`src/core/rtctv_pkg.sv`:
```
// Package: register map, field layout and encodings for the time value registers
package rtctv_pkg;
   // ****************************************
   // Register map (byte addresses)
   // ****************************************
   localparam logic [7:0] RTCTV_CTRL_OFF = 8'h00;
   localparam logic [7:0] RTCTV_WINDOW_OFF = 8'h04;
   localparam logic [7:0] RTCTV_STATUS_OFF = 8'h08;
   // ****************************************
   // Control register fields
   // ****************************************
   localparam int RTCTV_PTR_LSB = 0;
   localparam int RTCTV_UNLOCK_BIT = 8;
   localparam logic [1:0] RTCTV_PTR_MINSEC = 2'h0;
   localparam logic [1:0] RTCTV_PTR_WKHR = 2'h1;
   localparam logic [1:0] RTCTV_PTR_RESET = 2'h0;
   // ****************************************
   // Window field positions
   // ****************************************
   localparam int RTCTV_WEEKDAY_DIGIT_LSB = 8;
   localparam int RTCTV_HOUR_TENS_DIGIT_LSB = 4;
   localparam int RTCTV_HOUR_ONES_DIGIT_LSB = 0;
   localparam int RTCTV_MINUTE_TENS_DIGIT_LSB = 12;
   localparam int RTCTV_MINUTE_ONES_DIGIT_LSB = 8;
   localparam int RTCTV_SECOND_TENS_DIGIT_LSB = 4;
   localparam int RTCTV_SECOND_ONES_DIGIT_LSB = 0;
   // ****************************************
   // Legal digit limits
   // ****************************************
   localparam logic [3:0] RTCTV_WEEKDAY_DIGIT_MAX = 4'h6;
   localparam logic [3:0] RTCTV_HOUR_TENS_DIGIT_MAX = 4'h2;
   localparam logic [3:0] RTCTV_TENS_MAX = 4'h5;
   localparam logic [3:0] RTCTV_ONES_MAX = 4'h9;
   // ****************************************
   // Status register fields
   // ****************************************
   localparam int RTCTV_STS_REFUSED_BIT = 0;
   localparam int RTCTV_STS_RANGE_BIT = 1;
endpackage

```
`src/core/rtctv_top.sv`:
```
// Module: APB slave holding the weekday, hours, minutes and seconds digits
// ****************************************
// Operation
// - Pointer 01 selects weekday and hours view
// - Pointer 00 selects minutes and seconds view
// - Weekday digit bits 10-8, 0 to 6
// - Hour tens bits 5-4, 0 to 2
// - Hour ones bits 3-0, 0 to 9
// - Minute tens upper byte, 0 to 5
// - Minute ones upper low nibble, 0 to 9
// - Second tens lower byte, 0 to 5
// - Second ones lowest nibble, 0 to 9
// - Weekday/hours write needs unlock bit set
// ****************************************
`timescale 1ns/10ps
module rtctv_top
   import rtctv_pkg::*;
(
   input wire logic sys_clk,
   input wire logic rstn,
   input wire logic psel,
   input wire logic penable,
   input wire logic pwrite,
   input wire logic [7:0] paddr,
   input wire logic [31:0] pwdata,
   output logic [31:0] prdata,
   output logic pready,
   output logic pslverr
);
   // ****************************************
   // State
   // ****************************************
   logic [1:0] ptr_reg, ptr_next;
   logic unlock_reg, unlock_next;
   logic refused_reg, refused_next;
   logic range_reg, range_next;
   logic [2:0] weekday_digit_reg, weekday_digit_next;
   logic [1:0] hour_tens_digit_reg, hour_tens_digit_next;
   logic [3:0] hour_ones_digit_reg, hour_ones_digit_next;
   logic [2:0] minute_tens_digit_reg, minute_tens_digit_next;
   logic [3:0] minute_ones_digit_reg, minute_ones_digit_next;
   logic [2:0] second_tens_digit_reg, second_tens_digit_next;
   logic [3:0] second_ones_digit_reg, second_ones_digit_next;
   logic [31:0] prdata_reg, prdata_next;
   logic pslverr_reg, pslverr_next;
   logic [15:0] window;
   logic setup, access, wr, rd_setup, mapped;
   logic ctrl_hit, win_hit, sts_hit;
   logic ctrl_wr, sts_wr, wkhr_wr, minsec_wr, locked_wr;
   logic wkhr_bad, minsec_bad;
   logic [31:0] rd_word;

   // Digit above its legal BCD ceiling
   function automatic logic over(input logic [3:0] val, input logic [3:0] lim);
      over = (val > lim);
   endfunction

   // Address match against one register offset
   function automatic logic hit(input logic [7:0] addr, input logic [7:0] off);
      hit = (addr == off);
   endfunction

   // Any weekday or hour digit beyond its ceiling
   function automatic logic wkhr_range_bad(input logic [31:0] d);
      wkhr_range_bad = over({1'b0, d[RTCTV_WEEKDAY_DIGIT_LSB +: 3]}, RTCTV_WEEKDAY_DIGIT_MAX) ||
                       over({2'b00, d[RTCTV_HOUR_TENS_DIGIT_LSB +: 2]}, RTCTV_HOUR_TENS_DIGIT_MAX) ||
                       over(d[RTCTV_HOUR_ONES_DIGIT_LSB +: 4], RTCTV_ONES_MAX);
   endfunction

   // Any minute or second digit beyond its ceiling
   function automatic logic minsec_range_bad(input logic [31:0] d);
      minsec_range_bad = over({1'b0, d[RTCTV_MINUTE_TENS_DIGIT_LSB +: 3]}, RTCTV_TENS_MAX) ||
                         over(d[RTCTV_MINUTE_ONES_DIGIT_LSB +: 4], RTCTV_ONES_MAX) ||
                         over({1'b0, d[RTCTV_SECOND_TENS_DIGIT_LSB +: 3]}, RTCTV_TENS_MAX) ||
                         over(d[RTCTV_SECOND_ONES_DIGIT_LSB +: 4], RTCTV_ONES_MAX);
   endfunction

   rtctv_window_map u_map (
      .ptr(ptr_reg),
      .weekday_digit(weekday_digit_reg),
      .hour_tens_digit(hour_tens_digit_reg),
      .hour_ones_digit(hour_ones_digit_reg),
      .minute_tens_digit(minute_tens_digit_reg),
      .minute_ones_digit(minute_ones_digit_reg),
      .second_tens_digit(second_tens_digit_reg),
      .second_ones_digit(second_ones_digit_reg),
      .window(window)
   );

   // ****************************************
   // Bus decode
   // ****************************************
   // Read data launches at the setup edge so it already stands at the access edge
   assign setup = psel & ~penable;
   assign access = psel & penable;
   assign wr = access & pwrite;
   assign rd_setup = setup & ~pwrite;
   assign ctrl_hit = hit(paddr, RTCTV_CTRL_OFF);
   assign win_hit = hit(paddr, RTCTV_WINDOW_OFF);
   assign sts_hit = hit(paddr, RTCTV_STATUS_OFF);
   assign mapped = ctrl_hit | win_hit | sts_hit;
   assign ctrl_wr = wr & ctrl_hit;
   assign sts_wr = wr & sts_hit;
   assign wkhr_wr = wr & win_hit & (ptr_reg == RTCTV_PTR_WKHR) & unlock_reg;
   assign minsec_wr = wr & win_hit & (ptr_reg == RTCTV_PTR_MINSEC);
   // Locked write is refused whole, never half applied
   assign locked_wr = wr & win_hit & (ptr_reg == RTCTV_PTR_WKHR) & ~unlock_reg;
   assign wkhr_bad = wkhr_range_bad(pwdata);
   assign minsec_bad = minsec_range_bad(pwdata);
   // Zero wait states: every access completes in its first access cycle
   assign pready = 1'b1;
   assign prdata = prdata_reg;
   assign pslverr = pslverr_reg;

   // ****************************************
   // Window pointer
   // ****************************************
   always_comb begin
      ptr_next = ptr_reg;
      if (ctrl_wr) begin
         ptr_next = pwdata[RTCTV_PTR_LSB +: 2];
      end
   end

   always_ff @(posedge sys_clk or negedge rstn) begin
      if (!rstn) begin
         ptr_reg <= RTCTV_PTR_RESET;
      end else begin
         ptr_reg <= ptr_next;
      end
   end

   // ****************************************
   // Write unlock
   // ****************************************
   always_comb begin
      unlock_next = unlock_reg;
      if (ctrl_wr) begin
         unlock_next = pwdata[RTCTV_UNLOCK_BIT];
      end
   end

   always_ff @(posedge sys_clk or negedge rstn) begin
      if (!rstn) begin
         unlock_reg <= 1'b0;
      end else begin
         unlock_reg <= unlock_next;
      end
   end

   // ****************************************
   // Refused write flag
   // ****************************************
   always_comb begin
      refused_next = refused_reg;
      if (sts_wr && pwdata[RTCTV_STS_REFUSED_BIT]) begin
         refused_next = 1'b0;
      end
      // Set comes after clear so the hardware event wins
      if (locked_wr) begin
         refused_next = 1'b1;
      end
   end

   always_ff @(posedge sys_clk or negedge rstn) begin
      if (!rstn) begin
         refused_reg <= 1'b0;
      end else begin
         refused_reg <= refused_next;
      end
   end

   // ****************************************
   // Digit range flag
   // ****************************************
   always_comb begin
      range_next = range_reg;
      if (sts_wr && pwdata[RTCTV_STS_RANGE_BIT]) begin
         range_next = 1'b0;
      end
      // Bad digits are still stored; this flag is the only trace
      if ((wkhr_wr && wkhr_bad) || (minsec_wr && minsec_bad)) begin
         range_next = 1'b1;
      end
   end

   always_ff @(posedge sys_clk or negedge rstn) begin
      if (!rstn) begin
         range_reg <= 1'b0;
      end else begin
         range_reg <= range_next;
      end
   end

   // ****************************************
   // Weekday and hours digits
   // ****************************************
   always_comb begin
      weekday_digit_next = weekday_digit_reg;
      hour_tens_digit_next = hour_tens_digit_reg;
      hour_ones_digit_next = hour_ones_digit_reg;
      if (wkhr_wr) begin
         weekday_digit_next = pwdata[RTCTV_WEEKDAY_DIGIT_LSB +: 3];
         hour_tens_digit_next = pwdata[RTCTV_HOUR_TENS_DIGIT_LSB +: 2];
         hour_ones_digit_next = pwdata[RTCTV_HOUR_ONES_DIGIT_LSB +: 4];
      end
   end

   // No reset: the digits mean nothing until software loads them
   always_ff @(posedge sys_clk) begin
      weekday_digit_reg <= weekday_digit_next;
      hour_tens_digit_reg <= hour_tens_digit_next;
      hour_ones_digit_reg <= hour_ones_digit_next;
   end

   // ****************************************
   // Minutes and seconds digits
   // ****************************************
   always_comb begin
      minute_tens_digit_next = minute_tens_digit_reg;
      minute_ones_digit_next = minute_ones_digit_reg;
      second_tens_digit_next = second_tens_digit_reg;
      second_ones_digit_next = second_ones_digit_reg;
      if (minsec_wr) begin
         minute_tens_digit_next = pwdata[RTCTV_MINUTE_TENS_DIGIT_LSB +: 3];
         minute_ones_digit_next = pwdata[RTCTV_MINUTE_ONES_DIGIT_LSB +: 4];
         second_tens_digit_next = pwdata[RTCTV_SECOND_TENS_DIGIT_LSB +: 3];
         second_ones_digit_next = pwdata[RTCTV_SECOND_ONES_DIGIT_LSB +: 4];
      end
   end

   always_ff @(posedge sys_clk) begin
      minute_tens_digit_reg <= minute_tens_digit_next;
      minute_ones_digit_reg <= minute_ones_digit_next;
      second_tens_digit_reg <= second_tens_digit_next;
      second_ones_digit_reg <= second_ones_digit_next;
   end

   // ****************************************
   // Read multiplexer
   // ****************************************
   always_comb begin
      rd_word = 32'h0000_0000;
      case (paddr)
         RTCTV_CTRL_OFF: begin
            rd_word[RTCTV_PTR_LSB +: 2] = ptr_reg;
            rd_word[RTCTV_UNLOCK_BIT] = unlock_reg;
         end
         RTCTV_WINDOW_OFF: begin
            rd_word = {16'h0000, window};
         end
         RTCTV_STATUS_OFF: begin
            rd_word[RTCTV_STS_REFUSED_BIT] = refused_reg;
            rd_word[RTCTV_STS_RANGE_BIT] = range_reg;
         end
         default: begin
            // Unmapped offsets read as zero
            rd_word = 32'h0000_0000;
         end
      endcase
   end

   // ****************************************
   // Read data
   // ****************************************
   always_comb begin
      prdata_next = prdata_reg;
      // Holds between reads so a late sample still sees the last word
      if (rd_setup) begin
         prdata_next = rd_word;
      end
   end

   always_ff @(posedge sys_clk or negedge rstn) begin
      if (!rstn) begin
         prdata_reg <= 32'h0000_0000;
      end else begin
         prdata_reg <= prdata_next;
      end
   end

   // ****************************************
   // Error response
   // ****************************************
   always_comb begin
      pslverr_next = 1'b0;
      // Raised at setup so it stands for exactly the access phase
      if (setup && !mapped) begin
         pslverr_next = 1'b1;
      end
   end

   always_ff @(posedge sys_clk or negedge rstn) begin
      if (!rstn) begin
         pslverr_reg <= 1'b0;
      end else begin
         pslverr_reg <= pslverr_next;
      end
   end
endmodule // rtctv_top

```
`src/core/rtctv_window_map.sv`:
```
// Module: maps the stored digits onto the shared 16-bit value window
`timescale 1ns/10ps
module rtctv_window_map
   import rtctv_pkg::*;
(
   input wire logic [1:0] ptr,
   input wire logic [2:0] weekday_digit,
   input wire logic [1:0] hour_tens_digit,
   input wire logic [3:0] hour_ones_digit,
   input wire logic [2:0] minute_tens_digit,
   input wire logic [3:0] minute_ones_digit,
   input wire logic [2:0] second_tens_digit,
   input wire logic [3:0] second_ones_digit,
   output logic [15:0] window
);
   // ****************************************
   // View select
   // ****************************************
   always_comb begin
      window = 16'h0000;
      if (ptr == RTCTV_PTR_WKHR) begin
         window[RTCTV_WEEKDAY_DIGIT_LSB +: 3] = weekday_digit;
         window[RTCTV_HOUR_TENS_DIGIT_LSB +: 2] = hour_tens_digit;
         window[RTCTV_HOUR_ONES_DIGIT_LSB +: 4] = hour_ones_digit;
      end else if (ptr == RTCTV_PTR_MINSEC) begin
         window[RTCTV_MINUTE_TENS_DIGIT_LSB +: 3] = minute_tens_digit;
         window[RTCTV_MINUTE_ONES_DIGIT_LSB +: 4] = minute_ones_digit;
         window[RTCTV_SECOND_TENS_DIGIT_LSB +: 3] = second_tens_digit;
         window[RTCTV_SECOND_ONES_DIGIT_LSB +: 4] = second_ones_digit;
      end
   end
endmodule // rtctv_window_map

```
`config.mk`:
```
export PLATFORM = sky130hd
export DESIGN_NAME = rtctv_top
export DESIGN_NICKNAME = d
export VERILOG_FILES = /design/src/core/rtctv_pkg.sv /design/src/core/rtctv_top.sv /design/src/core/rtctv_window_map.sv
export SDC_FILE = /design/constraint.sdc
export NUM_CORES = 1
export LEC_CHECK = 0
export ABC_AREA = 1
export ABC_CLOCK_PERIOD_IN_PS = 4100
export BUFFER_PORTS_ARGS = -buffer_cell sky130_fd_sc_hd__buf_4
export CAP_MARGIN = 20
export CELL_PAD_IN_SITES_DETAIL_PLACEMENT = 1
export CELL_PAD_IN_SITES_GLOBAL_PLACEMENT = 1
export CORE_MARGIN = 2
export CORE_UTILIZATION = 25
export DETAILED_ROUTE_END_ITERATION = 6
export GPL_TIMING_DRIVEN = 0
export MAX_ROUTING_LAYER = met4
export PLACE_DENSITY = 0.57
export SYNTH_ARGS = -nofsm -noshare
export SYNTH_HDL_FRONTEND = slang
export SYNTH_SLANG_ARGS = --single-unit
```
`constraint.sdc`:
```
create_clock -name sys_clk -period 4.1 [get_ports sys_clk]
set_clock_uncertainty 0.05 [all_clocks]
set_input_delay 0.41 -clock sys_clk [delete_from_list [all_inputs] [get_ports sys_clk]]
set_output_delay 0.41 -clock sys_clk [all_outputs]
set_load 0.005 [all_outputs]
```
# Word-level counts from Yosys, hierarchy flattened
# Cells that the tools add are included.
# word_totals
register_bits,61
in_bits,45
out_inout_bits,34
word_cells,69
# op_classes
magnitude_cmp,6
n_eq_ne,3
muxes,15
bitwise_logic,16
n_reduce_logical,16
# op_table
op,count
$mux W7,2
$mux W6,2
$and A1 B1 Y1,11
$gt A3 B3 Y1 const B,3
$eq A8 B3 Y1 const B,1
$eq A8 B4 Y1 const B,1
$gt A4 B4 Y1 const B,2
$logic_not A8 Y1,1
$logic_or A1 B1 Y1,6
$mux W1,6
$pmux W2 S3,1
$logic_and A1 B1 Y1,5
$mux W5,1
$mux W4,1
$reduce_bool A2 Y1,2
$mux W3,1
$not A1 Y1,3
$eq A2 B1 Y1 const B,1
$gt A2 B2 Y1 const B,1
$logic_not A2 Y1,1
$or A1 B1 Y1,2
$pmux W1 S2,1
$logic_not A1 Y1,1

# Depth between registers and ports, before layout
# Gate-level depths: netlist of the first run.
# depth
ltp_word,8
ltp_mapped,10
depth_no_buf,9

# Cells and area by module
# From an unflattened synthesis of the first run, not the netlist that was laid out.
# unflattened
cells_unflattened,238
hier_area_um2,2202.1
# by_module_without_submodules
mod,instances,cells_per_inst,area_per_inst_um2,seq_area_each_um2
rtctv_top,1,194,1971.9,1241.2
rtctv_window_map,1,44,230.2,0.0

# Worst setup path before layout of the first run
# No wires, ideal clock.
# synth_timing
path_type,input to register
from,in paddr[3]
to,reg hour_ones_digit_reg[0] (enable)
setup_time_ns,0.387
arrival_ns,1.687
required_ns,3.663
slack_ns,1.976
cell_stages,7
path_buffers,0
cell_sequence,inv_1 -> nand2_1 -> nor2_1 -> nand2_1 -> nor2_1 -> inv_1 -> nor3_1
# synth_via
elab_chain_cells,4
# synth_rtl
item,line,rtl
from (decl),rtctv_top.sv:24,"input wire logic [7:0] paddr,"
$eq A8 B3 Y1,rtctv_top.sv:60,hit = (addr == off);
$and A1 B1 Y1 (3 in a row),rtctv_top.sv:104,assign wkhr_wr = wr & win_hit & (ptr_reg == RTCTV_PTR_WKHR) & unlock_reg;
named net wkhr_wr,rtctv_top.sv:49,"logic ctrl_wr, sts_wr, wkhr_wr, minsec_wr, locked_wr;"
to (signal assigned),rtctv_top.sv:213,hour_ones_digit_reg <= hour_ones_digit_next;
to (decl),rtctv_top.sv:39,"logic [3:0] hour_ones_digit_reg, hour_ones_digit_next;"
# The timed path passes the listed nets, and every way through them passes these cells.
# A chain may end at the register's enable or synchronous reset.

# Worst setup path after layout of the first run
# Same ends and word-level chain as after synthesis.

==> impl_metrics.yaml, run 1 <==
clock_network:
  cts_setup_buffers: 0
  htreeDepth: 2
  cts_tree: "built"
  cts.sinks: 43
  cts_buffers: 5
  clk_path_buf_depth: 2
  clk_latency_ns: 0.31
  cts_root_buf: "clkbuf_8"
  cts.clk_slew.worst_paths_ns: 0.09
synthesis:
  synth_xor_area_share_pct: 0
  synth-seq-area-share_pct: 61.06
  synthSimpleGateAreaFrac_pct: 24.57
  syn_area_mm2: 0.001951
  netlist_instances: 200
  synth_compound_area_share_pct: 1.988
  yosys_warnings: 0
  synthAdderAreaFrac_pct: 0
  synth_top_family_by_area: "simple AND/OR/NAND/NOR gates"
  ys_seq_elements: 43
  syn_area_per_cell_um2: 9.753
  muxShareOfSynthArea_pct: 0
  ys_types: 20
floorplanning:
  ioPinCount: 79
  die_w_um: 92.33
  start_util_pct: 25.51
  std_cell_rows: 32
  die_y_um: 92.33
  die_area_mm2: 0.008525
  core_area_mm2: 0.007647
setup_path:
  worst_r2r_path_depth: 4
  crit_chain: "buf_4 -> inv_1 -> nand2_1 -> nor2_1 -> nand2_1 -> nor2_1 -> inv_1 -> nor3_1 -> buf_4"
  cp_slowest_cell: "nor3_1"
  cp_top_family: "simple AND/OR/NAND/NOR gates"
  cp.arrival_ns: 2.15
  cp-end-kind: "register"
  cp_max_fo: 5
  startpoint: "paddr[3]"
  rr_startpoint: "ptr_reg[0]"
  path_class: "in2reg"
  worst_path_largest_cell_delay_ns: 0.59
  critPathRequiredTime_ns: 4.07
  crit_path_start_kind: "input pin"
  path_buf_inv: 4
  cp.depth: 9
sta:
  rsz0062_at_grt: "no"
  worst_slew_pin_slew_ns: 0.7520
  fin_crit_ns: 2.179
  drv_slew: 0
  setup_tns_ns: 0
  hold_viol_final: 0
  layout_setup_ws_ns: 1.921
  max_freq_mhz: 459.0
  max_slew_margin_pct: 49.48
  period_share_pct: 53.14
  setup-violations-final: 0
run:
  drv_cap: 0
min_path:
  worst_hold_path_type: "in2reg"
  hold_path_depth: 1
  hp-start: "pwdata[12]"
layout:
  instances_no_fill: 371
  fillerInstances: 893
  nNetsFinal: 313
  largest_register_ffs: 14
  postLayoutCoreUtil_pct: 33.64
  num_antenna_cells: 0
  syn_to_final_growth_pct: 31.88
  drive_gt1_share_pct: 29.00
power_and_ir_drop:
  power_density_mw_per_mm2: 311.3
  max-vdd-ir-drop_mv: 0.1364
  total_power_mw: 0.8008
  leakage_nw: 1.268
detailed_routing:
  vias: 1484
  wl_per_cell_um: 12.19
  finalWirelength_um: 4522
  vias_per_cell: 4.000
  drt_iter0_drc: 60
  drc: 0
  drtPass1Iterations: 4
  ant_nets: 0
global_routing:
  grt_pass1_vias: 1554
  grt_first_pass_wirelength_um: 7500
  grt_usage_pct: 11.72
  grt_overflow: 0
  grt_start_max_net_pins: 21
  antenna_found_initial: 0
placement:
  dpl.cell_count: 362
  portBuffers: 41
  pre_cts_ws_ns: 1.562
  dpl.hpwl_um: 3546
  gp_congestion: 0.7629
outcome:
  status: "completed"
==> layer usage <==
layer | wire (um) | vias up | global-route usage (%)
met5 | 0 | - | -
met4 | 109 | 0 | 5.597
met3 | 154 | 10 | 2.116
met2 | 2337 | 28 | 19.71
met1 | 1921 | 702 | 13.61
li1 | - | 744 | -
==> cell usage after synthesis, drive strengths merged <==
cell | n | area, um2
nand3 | 26 | 130.1
inv | 19 | 71.31
nor3 | 4 | 42.54
a21oi | 2 | 10.01
edfxtp | 23 | 690.7
clkbuf | 1 | 3.750
conb | 2 | 7.510
a22o | 1 | 8.760
nand2 | 62 | 237.7
dfrtp | 20 | 500.5
nor2 | 13 | 56.30
buf | 21 | 158.9
nand4 | 2 | 12.51
o21ai | 4 | 20.02
==> cell usage in the layout (no fill, tap or decap), drive strengths merged <==
cell | synthesis | layout
buf | 21 | 64
nand2 | 62 | 62
nand3 | 26 | 26
edfxtp | 23 | 23
dfrtp | 20 | 20
conb | 2 | 19
inv | 19 | 19
nor2 | 13 | 13
clkbuf | 1 | 6
o21ai | 4 | 4
nor3 | 4 | 4
a21oi | 2 | 2
nand4 | 2 | 2
clkinv | 0 | 2
a22o | 1 | 1
clkinvlp | 0 | 1
dlygate4sd3 | 0 | 1
==> timing repair <==
action / 4_1_cts / 5_1_grt
hold endpoints to repair: 20 / 0
hold buffers: 1 / 0
gates resized for setup: 0 / 0
==> per-stage QoR <==
| step | area [um2] | hold WS, ns |
|---|---|---|
| final | 2572 | 0.2267 |
| after global routing | 2572 | 0.2130 |
| after CTS | 2572 | 0.2179 |
| after detailed placement | 2469 | 0.2734 |
| after global placement | 2450 | 0.2653 |
| after floorplan | 2014 | 0.06441 |
==> cell families after synthesis <==
family / count (synthesis)
simple gates: 107
flops: 43
compound gates: 7
other cells: 2
buf+inv: 41
==> where the power goes <==
group          total (mW)  switching, mW  internal (mW)
Clock               0.280          0.158          0.122
Sequential          0.457       0.000575          0.456
Combinational      0.0639         0.0306         0.0333
==> worst paths after layout <==
check                      slack (ns)                        to
setup / recovery                 1.92    hour_ones_digit_reg[0]
hold / removal                   0.23  minute_tens_digit_reg[0]
setup reg to reg                 2.11  second_ones_digit_reg[2]
hold reg to reg                  0.40                prdata[13]
max in group asynchronous        3.29               refused_reg
min in group asynchronous        0.47                prdata[13]
==> cell type report <==
type / count / area [um2] / share of cell area [%]
inverters: 19 / 71.32 / 2.772
flip-flops and latches: 43 / 1191 / 46.30
plain buffers: 22 / 162.7 / 6.323
clock buffers: 5 / 68.82 / 2.675
clock inverters: 3 / 25.02 / 0.9728
well taps: 102 / 127.6 / 4.961
multi-input cells: 133 / 589.3 / 22.91
repair buffers: 44 / 336.6 / 13.08
No activity file was read; power rests on OpenSTA's default activity.
==> run 2, diff against run 1 <==
--- a/config.mk
+++ b/config.mk
@@ -6,7 +6,7 @@
 export NUM_CORES = 1
 export LEC_CHECK = 0
 export ABC_AREA = 1
-export ABC_CLOCK_PERIOD_IN_PS = 4100
+export ABC_CLOCK_PERIOD_IN_PS = 2000
 export BUFFER_PORTS_ARGS = -buffer_cell sky130_fd_sc_hd__buf_4
 export CAP_MARGIN = 20
 export CELL_PAD_IN_SITES_DETAIL_PLACEMENT = 1
@@ -16,7 +16,7 @@
 export DETAILED_ROUTE_END_ITERATION = 6
 export GPL_TIMING_DRIVEN = 0
 export MAX_ROUTING_LAYER = met4
-export PLACE_DENSITY = 0.57
+export PLACE_DENSITY = 0.59
 export SYNTH_ARGS = -nofsm -noshare
 export SYNTH_HDL_FRONTEND = slang
 export SYNTH_SLANG_ARGS = --single-unit
==> constraint.sdc (replaced) <==
create_clock -name sys_clk -period 2 [get_ports sys_clk]
set_clock_uncertainty 0.05 [all_clocks]
set_input_delay 0.2 -clock sys_clk [delete_from_list [all_inputs] [get_ports sys_clk]]
set_output_delay 0.2 -clock sys_clk [all_outputs]
set_load 0.005 [all_outputs]
==> run 2 against run 1 <==
  * Sequential power is 110% higher
  * Combinational power is 110% higher
  * Setup slack worse by 1.7 ns
  * Clock power is 97% higher
  * Hold slack worse by 0.20 ns
  * Wire length is 0.29% higher
  * Sequential share of layout area is 0.22 points lower
  * Flip-flop and latch count stayed put
  * Die area stayed put
  * Critical endpoint is now second_ones_digit_reg[1]
==> impl_metrics.yaml, run 2 (synthesis results as in run 1) <==
floorplanning:
  die_area_mm2: 0.008525
  std_cell_rows: 32
  die_y_um: 92.33
  core_area_mm2: 0.007647
  die_w_um: 92.33
  start_util_pct: 25.51
  ioPinCount: 79
setup_path:
  path_class: "reg2reg"
  r2r-end: "second_ones_digit_reg[1]"
  rrSetupSlack_ns: 0.22
  cp_max_fo: 9
  cp-end-kind: "register"
  crit_path_start_kind: "register"
  worst_r2r_path_depth: 4
  rr_startpoint: "ptr_reg[0]"
  critPathRequiredTime_ns: 1.97
  cp.arrival_ns: 1.75
  startpoint: "ptr_reg[0]"
detailed_routing:
  ant_nets: 0
  vias_per_cell: 3.965
  drtPass1Iterations: 4
  finalWirelength_um: 4535
  drt_iter0_drc: 54
  drc: 0
  wl_per_cell_um: 12.19
  vias: 1475
global_routing:
  grt_start_max_net_pins: 21
  grt_first_pass_wirelength_um: 7231
  grt_overflow: 0
  antenna_found_initial: 0
  grt_pass1_vias: 1505
  grt_usage_pct: 11.48
run:
  drv_cap: 0
power_and_ir_drop:
  max-vdd-ir-drop_mv: 0.2203
  power_frac_seq_pct: 57.8
  p_sw_mw: 0.3732
  internal_power_mw: 1.248
  clkPwrFrac_pct: 34.0
  leakage_nw: 1.268
  combinationalPowerShare_pct: 8.2
  power_density_mw_per_mm2: 627.1
  sw_frac_of_total_pct: 23.03
sta:
  worst_slew_pin_slew_ns: 0.5161
  drv_slew: 0
  period_share_pct: 89.25
  max_freq_mhz: 560.2
  max_slew_margin_pct: 65.59
  setup-violations-final: 0
  hold_viol_final: 0
  fin_crit_ns: 1.785
  rsz0062_at_grt: "no"
min_path:
  min_to: "minute_tens_digit_reg[1]"
  worst_hold_path_type: "in2reg"
  hold_path_depth: 1
  hp-start: "pwdata[13]"
layout:
  fillerInstances: 919
  drive_gt1_share_pct: 29.63
  postLayoutCoreUtil_pct: 33.80
  most-common-layout-cells: "buf_4 (61), nand2_1 (60), nand3_1 (26)"
  final_common_cell: "buf_4"
  largest_register_ffs: 14
  nNetsFinal: 314
  syn_to_final_growth_pct: 32.52
  stdcell_area_mm2: 0.002585
  num_antenna_cells: 0
placement:
  dpl.hpwl_um: 3515
  gp_congestion: 0.8011
  portBuffers: 41
  place_area_mm2: 0.002469
outcome:
  status: "completed"
clock_network:
  cts.sinks: 43
  cts_tree: "built"
  clk_latency_ns: 0.30
  cts_setup_buffers: 0
  cts.clk_slew.worst_paths_ns: 0.09
  htreeDepth: 2
  cts_buffers: 5
  clk_path_buf_depth: 2
  cts_root_buf: "clkbuf_8"
-- run 2: worst max-delay path: stages, from the launching register on --
cell and delay [ns]:
dfrtp_1 0.42, nor2_1 0.33, inv_1 0.16, nor2_2 0.33
buf_6 0.21
-- run 2: stage by stage --
step	TNS, ns	worst slack, ns	hold WS (ns)	instances	power, mW
global placement	-12.72	-0.5918	0.05683	360	1.084
finish	0	0.2151	0.02372	372	1.621
detailed placement	-2.360	-0.2406	0.05628	362	1.086
CTS	0	0.04311	0.002507	371	1.642
global route	0	0.06925	0.01111	372	1.688
floorplan	0	0.08646	-0.1456	217	1.016
-- run 2: metal layers --
| layer | GRT usage (%) | part of all wire [%] | up-vias |
|---|---|---|---|
| met4 | 4.104 | 1.5 | 0 |
| met3 | 2.685 | 3.8 | 7 |
| met1 | 12.68 | 42 | 693 |
| li1 | - | - | 744 |
| met5 | - | 0 | - |
| met2 | 20.26 | 52 | 31 |
-- run 2: layout make-up --
cell class                 count  area, um2  area share [%]
buffer                        22      162.7           6.292
clock buffer                   5      68.82           2.662
clock inverter                 3      20.02          0.7744
inverter                      19      71.32           2.759
multi-input combinational    133      596.8           23.09
sequential                    43       1191           46.08
tap                          102      127.6           4.937
timing repair buffer          45      346.6           13.41
-- run 2: worst max path at each step --
stage	end	slack, ns	cells past startpoint
after floorplan	hour_ones_digit_reg[0]	0.09	7
after global placement	hour_ones_digit_reg[3]	-0.59	8
after detailed placement	weekday_digit_reg[1]	-0.24	9
after CTS	minute_tens_digit_reg[2]	0.04	4
after global routing	second_ones_digit_reg[1]	0.07	4
final	second_ones_digit_reg[1]	0.22	4
-- run 2: repair_timing --
item | in CTS | in global routing
hold buffers | 1 | 1
endpoints found under the hold margin | 20 | 1
setup endpoints to repair | 0 | 14
resized for setup | 0 | 2
-- run 2: power groups by stage --
stage	sequential [mW]	combinational, mW	clock, mW
after floorplan	0.956	0.0596	0
after global placement	0.956	0.128	0
after detailed placement	0.956	0.130	0
after CTS	0.937	0.132	0.573
after global routing	0.937	0.148	0.603
final	0.937	0.132	0.552
